$ cat src/crp_pkg.sv
/*
  package for the clock, range and power configuration register slice:
  byte addresses, field positions, reset values and the register carrier types.
  assumes a byte-wide configuration port with 15-bit addresses.
*/
package crp_pkg;

  localparam int          ADDR_W              = 15;
  localparam logic [14:0] ADDR_SYNC_DELAY     = 15'h0029;
  localparam logic [14:0] ADDR_CLK_IN_A       = 15'h002A;
  localparam logic [14:0] ADDR_CLK_SUP_B      = 15'h002B;
  localparam logic [14:0] ADDR_EDGE_POS_0     = 15'h002C;
  localparam logic [14:0] ADDR_EDGE_POS_2     = 15'h002E;
  localparam logic [14:0] ADDR_FULL_SCALE_0   = 15'h0030;
  localparam logic [14:0] ADDR_FULL_SCALE_1   = 15'h0031;
  localparam logic [14:0] ADDR_POWER_FIRST    = 15'h0037;

  localparam logic [7:0]  RST_SYNC_DELAY      = 8'h80;
  localparam logic [7:0]  RST_CLK_IN_A        = 8'h00;
  localparam logic [7:0]  RST_CLK_SUP_B       = 8'h10;
  localparam logic [23:0] RST_EDGE_POS        = 24'h000000;
  localparam logic [15:0] RST_FULL_SCALE      = 16'hA000;
  localparam logic [7:0]  RST_POWER_FIRST     = 8'h4B;

  localparam int          BIT_SYNC_INVERT     = 0;
  localparam int          BIT_SYNC_PECL       = 1;
  localparam int          BIT_DEVICE_SAMPLE_CLOCK_PECL     = 2;
  localparam int          BIT_CLOCK_QUIET     = 0;
  localparam int          BIT_ANALOG_QUIET    = 2;
  localparam int          SYNC_SEL_MSB        = 3;

  localparam logic [7:0]  POWER_CODE_LOW      = 8'h46;
  localparam logic [7:0]  POWER_CODE_HIGH     = 8'h4B;
  localparam logic [15:0] FULL_SCALE_MIN_REC  = 16'h2000;

  typedef enum logic [1:0] {
    CRP_MODE_HIGH_PERF = 2'b01,
    CRP_MODE_LOW_POWER = 2'b10
  } crp_power_mode_t;

  // config port request carrier
  typedef struct packed {
    logic              wr;
    logic              rd;
    logic [14:0]       addr;
    logic [7:0]        wdata;
  } crp_req_t;

  // analog-facing controls
  typedef struct packed {
    logic              device_clock_pecl_enable;
    logic              sync_input_pecl_enable;
    logic              sync_input_invert;
    logic              analog_rail_quieting_enable;
    logic              clock_rail_quieting_enable;
    logic [3:0]        sync_delay_select;
    logic [15:0]       full_scale_setting;
    logic [7:0]        power_mode_code;
  } crp_ctrl_t;

endpackage

$ cat src/crp_edge_capture.sv
/*
  sync edge position capture: holds the last 24-bit position sample and
  applies the selectable sync polarity before alignment.
  assumes position samples arrive synchronous to the core clock.
*/
`timescale 1ns/100ps
module crp_edge_capture (
  input  wire logic        i_core_clk,
  input  wire logic        i_rst_n,
  input  wire logic        i_invert,
  input  wire logic        i_sync_raw,
  input  wire logic        i_pos_valid,
  input  wire logic [23:0] i_pos_sample,
  output logic             o_sync_aligned,
  output logic [23:0]      o_position
);
  import crp_pkg::*;

  logic        sync_q;
  logic        next_sync_q;
  logic [23:0] next_position;

  always_comb begin
    next_sync_q   = i_sync_raw ^ i_invert;
    next_position = i_pos_valid ? i_pos_sample : o_position;
  end

  always_ff @(posedge i_core_clk) begin
    if (!i_rst_n) begin
      sync_q     <= 1'b0;
      o_position <= RST_EDGE_POS;
    end else begin
      sync_q     <= next_sync_q;
      o_position <= next_position;
    end
  end

  assign o_sync_aligned = sync_q;
endmodule

$ cat src/crp_config_regs.sv
/*
  clock input, supply quieting, sync edge position, full-scale and first
  power mode configuration registers, reached over the byte-wide serial
  configuration port (write strobe, read strobe, address, data).
  assumes the port decoder presents one-cycle strobes synchronous to i_core_clk.
*/
//
// Overview of operation
// - invert bit flips sync before alignment
// - device_sample_clock pecl bit switches clock input
// - sync pecl bit switches sync input
// - analog rail quieting enable bit
// - clock rail quieting enable bit
// - read-only 24-bit sync edge position
// - 16-bit full scale, reset 0xA000
// - power code 0x46 low, 0x4B high
// - low four bits select sync delay
`timescale 1ns/100ps
module crp_config_regs (
  input  wire logic              i_core_clk,
  input  wire logic              i_rst_n,
  input  wire crp_pkg::crp_req_t i_req,
  input  wire logic              i_sync_raw,
  input  wire logic              i_pos_valid,
  input  wire logic [23:0]       i_pos_sample,
  output logic [7:0]             o_rdata,
  output logic                   o_rvalid,
  output crp_pkg::crp_ctrl_t     o_ctrl,
  output logic                   o_sync_aligned,
  output crp_pkg::crp_power_mode_t o_power_mode,
  output logic                   o_full_scale_low
);
  import crp_pkg::*;

  logic [7:0]  sync_delay;
  logic [7:0]  clk_in_a;
  logic [7:0]  clk_sup_b;
  logic [15:0] full_scale;
  logic [7:0]  power_first;
  logic [7:0]  next_sync_delay;
  logic [7:0]  next_clk_in_a;
  logic [7:0]  next_clk_sup_b;
  logic [15:0] next_full_scale;
  logic [7:0]  next_power_first;
  logic [7:0]  next_rdata;
  logic        next_rvalid;
  logic [23:0] position;
  crp_power_mode_t next_power_mode;

  function automatic logic hit(input logic [14:0] a, input logic [14:0] b);
    hit = (a == b);
  endfunction

  crp_edge_capture u_edge (
    .i_core_clk     (i_core_clk),
    .i_rst_n        (i_rst_n),
    .i_invert       (clk_in_a[BIT_SYNC_INVERT]),
    .i_sync_raw     (i_sync_raw),
    .i_pos_valid    (i_pos_valid),
    .i_pos_sample   (i_pos_sample),
    .o_sync_aligned (o_sync_aligned),
    .o_position     (position)
  );

  // register writes; reserved bits are stored as written, software keeps them default
  always_comb begin
    next_sync_delay  = sync_delay;
    next_clk_in_a    = clk_in_a;
    next_clk_sup_b   = clk_sup_b;
    next_full_scale  = full_scale;
    next_power_first = power_first;
    if (i_req.wr) begin
      if (hit(i_req.addr, ADDR_SYNC_DELAY)) begin
        next_sync_delay = i_req.wdata;
      end
      if (hit(i_req.addr, ADDR_CLK_IN_A)) begin
        next_clk_in_a = i_req.wdata;
      end
      if (hit(i_req.addr, ADDR_CLK_SUP_B)) begin
        next_clk_sup_b = i_req.wdata;
      end
      if (hit(i_req.addr, ADDR_FULL_SCALE_0)) begin
        next_full_scale[7:0] = i_req.wdata;
      end
      if (hit(i_req.addr, ADDR_FULL_SCALE_1)) begin
        next_full_scale[15:8] = i_req.wdata;
      end
      if (hit(i_req.addr, ADDR_POWER_FIRST)) begin
        next_power_first = i_req.wdata;
      end
    end
  end

  // reads return a byte the cycle after the strobe; unmapped reads give zero
  always_comb begin
    next_rdata  = 8'h00;
    next_rvalid = i_req.rd;
    if (i_req.rd) begin
      unique case (1'b1)
        hit(i_req.addr, ADDR_SYNC_DELAY):   next_rdata = sync_delay;
        hit(i_req.addr, ADDR_CLK_IN_A):     next_rdata = clk_in_a;
        hit(i_req.addr, ADDR_CLK_SUP_B):    next_rdata = clk_sup_b;
        hit(i_req.addr, ADDR_EDGE_POS_0):   next_rdata = position[7:0];
        hit(i_req.addr, ADDR_EDGE_POS_0 + 15'h0001): next_rdata = position[15:8];
        hit(i_req.addr, ADDR_EDGE_POS_2):   next_rdata = position[23:16];
        hit(i_req.addr, ADDR_FULL_SCALE_0): next_rdata = full_scale[7:0];
        hit(i_req.addr, ADDR_FULL_SCALE_1): next_rdata = full_scale[15:8];
        hit(i_req.addr, ADDR_POWER_FIRST):  next_rdata = power_first;
        default:                            next_rdata = 8'h00;
      endcase
    end
  end

  always_comb begin
    if (power_first == POWER_CODE_LOW) begin
      next_power_mode = CRP_MODE_LOW_POWER;
    end else begin
      next_power_mode = CRP_MODE_HIGH_PERF;
    end
  end

  always_ff @(posedge i_core_clk) begin
    if (!i_rst_n) begin
      sync_delay   <= RST_SYNC_DELAY;
      clk_in_a     <= RST_CLK_IN_A;
      clk_sup_b    <= RST_CLK_SUP_B;
      full_scale   <= RST_FULL_SCALE;
      power_first  <= RST_POWER_FIRST;
      o_rdata      <= 8'h00;
      o_rvalid     <= 1'b0;
      o_power_mode <= CRP_MODE_HIGH_PERF;
    end else begin
      sync_delay   <= next_sync_delay;
      clk_in_a     <= next_clk_in_a;
      clk_sup_b    <= next_clk_sup_b;
      full_scale   <= next_full_scale;
      power_first  <= next_power_first;
      o_rdata      <= next_rdata;
      o_rvalid     <= next_rvalid;
      o_power_mode <= next_power_mode;
    end
  end

  always_comb begin
    o_ctrl.device_clock_pecl_enable    = clk_in_a[BIT_DEVICE_SAMPLE_CLOCK_PECL];
    o_ctrl.sync_input_pecl_enable      = clk_in_a[BIT_SYNC_PECL];
    o_ctrl.sync_input_invert           = clk_in_a[BIT_SYNC_INVERT];
    o_ctrl.analog_rail_quieting_enable = clk_sup_b[BIT_ANALOG_QUIET];
    o_ctrl.clock_rail_quieting_enable  = clk_sup_b[BIT_CLOCK_QUIET];
    o_ctrl.sync_delay_select           = sync_delay[SYNC_SEL_MSB:0];
    o_ctrl.full_scale_setting          = full_scale;
    o_ctrl.power_mode_code             = power_first;
  end

  // flag only; low codes are accepted, just degraded
  assign o_full_scale_low = full_scale < FULL_SCALE_MIN_REC;
endmodule

$ cat config.mk
export PLATFORM = sky130hd
export DESIGN_NAME = crp_config_regs
export DESIGN_NICKNAME = d
export VERILOG_FILES = /design/src/crp_pkg.sv /design/src/crp_edge_capture.sv /design/src/crp_config_regs.sv
export SDC_FILE = /design/constraint.sdc
export NUM_CORES = 1
export LEC_CHECK = 0
export BUFFER_PORTS_ARGS = -buffer_cell sky130_fd_sc_hd__buf_2
export CORE_ASPECT_RATIO = 0.6
export CORE_UTILIZATION = 45
export CTS_CLUSTER_SIZE = 28
export DETAILED_ROUTE_END_ITERATION = 12
export PLACE_DENSITY = 0.69
export SYNTH_ARGS = -nofsm -noshare
export SYNTH_HDL_FRONTEND = slang
export SYNTH_SLANG_ARGS = --single-unit
$ cat constraint.sdc
create_clock -name i_core_clk -period 4 [get_ports i_core_clk]
set_input_delay 0 -clock i_core_clk [delete_from_list [all_inputs] [get_ports i_core_clk]]
set_output_delay 0 -clock i_core_clk [all_outputs]
set_load 0.02 [all_outputs]
Yosys cells after proc, flatten, opt, wreduce, memory -nomap -nowiden
Cells that the tools add are included.

word-level totals
  memories = 0
  bits of input ports = 53
  bits in latches = 0
  output and inout bits = 46
  logic and storage cells = 32
  register bits = 84
  ROM bits = 0
  memory bits (writable) = 0

cells by class
  bitwise operators = 1
  shift operators = 0
  multiplexer cells = 2
  $add $sub $neg = 0
  multipliers = 0
  reductions and logical operators = 7
  order comparisons = 1
  divide/modulo/power cells = 0
  equal/unequal tests = 10

operator list
  cell                                                   number
  equality test 15 x 6 -> 1 bit (second input constant)  9
  one-hot mux 8 bit (9 select lines)                     1
  < comparator 16 x 14 -> 1 bit (second input constant)  1
  AND reduction 2 bit                                    7
  equality test 8 x 7 -> 1 bit (second input constant)   1
  2-to-1 mux 2 bit                                       1
  XOR 1 bit                                              1

Depth between registers and ports, before layout
  depth after elaboration = 2
  depth in mapped cells = 7
  mapped depth without buffers = 5

Modules after synthesis
A second synthesis with hierarchy kept.

second synthesis, totals
  cells, all modules = 403
  area total of the unflattened synthesis = 4042.6 µm²

modules (own cells, without submodules)
  module            area an instance (µm²)  times used  sequential area each (µm²)  cells each
  crp_config_regs   3078.0                  1           1181.1                      323
  crp_edge_capture  964.7                   1           500.5                       80

Worst setup path after synthesis
Ideal clock, no wire load.

  path kind = input port to flip-flop
  start point = input port i_req[18] (netlist name)
  end point = register sync_delay[7]
  stages on the path = 6
  setup time = 0.128 ns
  arrival = 1.215 ns
  setup slack = 2.657 ns
  data required time = 3.872 ns
  buffers on the path = 1
  cell sequence = nor4_4 > nand4_4 > nor3b_1 > buf_4 > mux2i_1 > nand2_1

between the ends
  longest elaborated chain between the ends = 2

ends and longest elaborated chain
  element                               line                    RTL
  start: declaration                    crp_config_regs.sv:22   input wire crp_pkg::crp_req_t i_req,
  equality test 15 x 6 -> 1 bit         crp_config_regs.sv:51   hit = (a == b);
  AND reduction 2 bit (no source line)  --
  end signal: assignment                crp_config_regs.sv:133  sync_delay <= next_sync_delay;
  end: declaration                      crp_config_regs.sv:35   logic [7:0] sync_delay;

Every way passes these cells.
A chain may end at the register's enable or synchronous reset.

Worst setup path in the final report
  start point = input port i_req[18] (netlist name)
  end point = register o_rdata[1]

between the ends
  longest elaborated chain between the ends = 2
  elaborated cells on any way between the ends = 10
  classes of those cells = eq/ne (9); mux (1)

ends and longest elaborated chain
  element                                 line                    RTL
  equality test 15 x 6 -> 1 bit           crp_config_regs.sv:51
  one-hot mux 8 bit (9 select lines) (*)  crp_config_regs.sv:99   unique case (1'b1)
  end signal: assignment                  crp_config_regs.sv:138  o_rdata <= next_rdata;
  end: declaration                        crp_config_regs.sv:26   output logic [7:0] o_rdata,

Every way passes the cells marked *; elsewhere a longest branch is shown, timed or not.

==> summary.txt <==
Cells and area
  – Share of layout cells above drive strength 1: 0.241
  – Final Non-Filler Cells: 615
  – Most common cell after layout, fill and taps aside: buf_2
  – Final core occ: 0.588
  – # diodes: 0
  – Final nets: ~550
  – Layout area overhead: 26.6%
  – Commonest cells after routing, fill and taps aside: buf_2 (98), mux2i_1 (92), dfxtp_1 (84), nor2b_1 (69), dlygate4sd3_1 (29)

Floorplanning
  – Die area: ~9100 µm²
  – Die Y: 74.5 µm
  – # IOs: between 90 and 100
  – Width of the die: 123 µm
  – Core Footprint: 8490 µm²
  – Site row count: 26
  – Initial core utilization: 0.464

Yosys
  – Mapped Cells: 392
  – Yosys reg bits: 84
  – Mapped Area: around 3900 µm²
  – Synth top area share: 0.427
  – Post-synth top area cell: dfxtp_1
  – Mapped Avg Cell Area: 10.1 µm²
  – Yosys warns: 0
  – Cell variety after synth: 44
  – Syn nets: 445
  – Top cells by area, synth: dfxtp_1 (43%), mux2i_1 (23%), nor2b_1 (11%)
  – Seq/Total Area, Yosys: 0.427

Power and ir drop
  – Power Density: ~370 nW/µm²
  – NetSw: 0.413 mW
  – Pleak: 2.17 nW
  – Part of the power in the clock network: 0.449
  – Net Sw Frac: 0.224
  – Worst vdd ir: 0.000220 V
  – Pint: 1.43 mW
  – Seq pwr share: 0.466
  – Tot Pwr: 1.85 mW
  – Logic pwr share: 0.085

Placed design
  – HPWL after DPL: 7.41 mm
  – GPL Wtd Cong: 0.884
  – Placed Instances: 570
  – DP Worst Slack: between 2000 and 2500 ps
  – Port-buffer cells: 98

STA
  – Fmax: around 0.67 GHz
  – Final Cycle Share: 0.376
  – Clock skew: 4.99 ps
  – Setup TNS: 0 ps
  – Worst-Margin Slew: 1080 ps
  – Min Tclk post-route: between 1500 and 2000 ps
  – Fin. max-slew vios: 0
  – Final worst setup slack: 2500 ps
  – RSZ-0062 raised after global routing: false
  – Max transition margin: 0.279
  – Final Hold Vio Count: 0
  – Final setup vio count: 0

Clock network
  – Root Buffer: clkbuf_16
  – CTS tree: yes
  – Clk buf depth: 2
  – H-tree levels: 3
  – Clk slew on worst S/H paths: 60 ps
  – Clock sinks: 84
  – Post-cts sizing count: 0
  – Clk_lat worst skew: roughly 340 ps
  – CTS Buf Count: 9
  – Post-CTS Hold Fix Bufs: 29
  – Post-CTS setup buffer count: 0

Critical path
  – WS Path Type: in2reg
  – Critical path destination: o_rdata[1]$_SDFF_PN0_
  – RR Endpoint: o_rdata[4]$_SDFF_PN0_
  – CP Launch Type: input pin
  – Worst Setup End Kind: flop
  – CP startpoint: i_req[18]
  – Critical path required time: between 4000 and 5000 ps
  – Max Fanout on Critical Path: 7
  – R2R cell count: 5
  – Reg2reg start: clk_sup_b[4]$_SDFFE_PN1P_
  – Reg2Reg Setup Slack: 2670 ps
  – WP data arrival: 1760 ps

Global route
  – M1 GR Usage: 0.329
  – Wire length of the first global-routing pass: 15.7 mm
  – Pin count of the biggest net entering global routing: 76
  – GRT overflow: 0
  – GRT Resource Usage Total: 0.234
  – Grt met3 use: 0.0575
  – Vias in the first global route: 2949
  – Initial antenna violation count: 0
  – Global Route met2 Usage: 0.343
  – Most used routing layer: met2

Route
  – DRT iter0 DRCs: 270
  – DR WL/cell: 17.1 µm
  – Drt drc: 0
  – Via Count: ~3300
  – Post-Route WL: 10.5 mm
  – DR pass1 iterations: 5
  – DR vias/cell: 5.36
  – Antenna viol nets, final: 0

Hold path
  – Hold Path Class: in2reg

Outcome
  – Status: complete, no violations

Run
  – # Max-Cap Violations: 0
[registers in the layout, indices dropped and copies added (netlist names)]
register	count
clk_in_a	8
o_rdata	8
u_edge.o_sync_aligned	1
sync_delay	8
power_first	8
u_edge.o_position	24
o_power_mode	2
clk_sup_b	8
o_rvalid	1
full_scale	16
[synthesized netlist by cell type (all sizes together)]
master,n
a21oi,6
a221o,1
a221oi,2
a222oi,2
a22o,1
a22oi,3
a2bb2oi,2
a31oi,3
and2,3
and3,5
and3b,1
and4,2
buf,18
clkbuf,15
dfxtp,84
inv,2
mux2,1
mux2i,92
nand2,24
nand3,4
nand3b,3
nand4,4
nor2,8
nor2b,69
nor3,6
nor3b,2
nor4,2
nor4b,2
o211ai,3
o21ai,8
o22ai,5
o31ai,3
or2,4
or3b,1
xor2,1
[power groups by stage]
| stage | clock [mW] | sequential (mW) | combinational, mW |
|---|---|---|---|
| detailed placement | 0 | 0.879 | 0.134 |
| global route | 0.874 | 0.862 | 0.168 |
| global placement | 0 | 0.879 | 0.132 |
| floorplan | 0 | 0.877 | 0.0815 |
| finish | 0.829 | 0.860 | 0.157 |
| CTS | 0.843 | 0.861 | 0.156 |
[through the flow]
step	instance area, µm²	hold slack [ps]
after floorplan	3940	125
after global placement	4400	247
after detailed placement	4400	257
after CTS	4990	1.07
after global routing	4990	2.66
final	4990	8.40
[routing by layer]
| layer | vias to the layer above | wire length, µm |
|---|---|---|
| met1 | 1546 | 5260 |
| li1 | 1584 | - |
| met2 | 151 | 4300 |
| met4 | 0 | 148 |
| met5 | - | 0 |
| met3 | 18 | 803 |
[worst min path at each step]
stage                          from                           to  slack [ps]  cells after the start
after floorplan            i_req[5]  full_scale[13]$_SDFFE_PN1P_         130                      2
after global routing       i_req[4]    clk_sup_b[4]$_SDFFE_PN1P_           3                      3
after CTS                  i_req[4]    clk_sup_b[4]$_SDFFE_PN1P_           1                      3
after global placement    i_req[23]          o_rvalid$_SDFF_PN0_         250                      2
final                      i_req[4]    clk_sup_b[4]$_SDFFE_PN1P_           8                      3
after detailed placement  i_req[23]          o_rvalid$_SDFF_PN0_         260                      2
[layout make-up]
type | count | area (µm²)
inverter | 2 | 7.51
fill | 737 | 3500
timing repair buffer | 128 | 788
clock inverter | 3 | 46.3
clock buffer | 13 | 250
tap | 112 | 140
multi-input combinational | 273 | 2070
sequential | 84 | 1680
[cell families (layout without fill, tap and decap cells)]
logic type | Yosys count | after routing | synth area share
simple gates | 140 | 140 | 0.221
mux | 93 | 93 | 0.237
xor+xnor | 1 | 1 | 0.00222
compound gates | 39 | 39 | 0.0663
flops | 84 | 84 | 0.427
buf+inv | 35 | 146 | 0.0470
[worst max-delay path, cell delays in order]
cell and delay (ps):
buf_2 110, nor4_4 430, nand3_1 330, nor3_1 530
a2bb2oi_1 160, a21oi_1 200
Note: power is estimated with default switching activity, not from simulation.
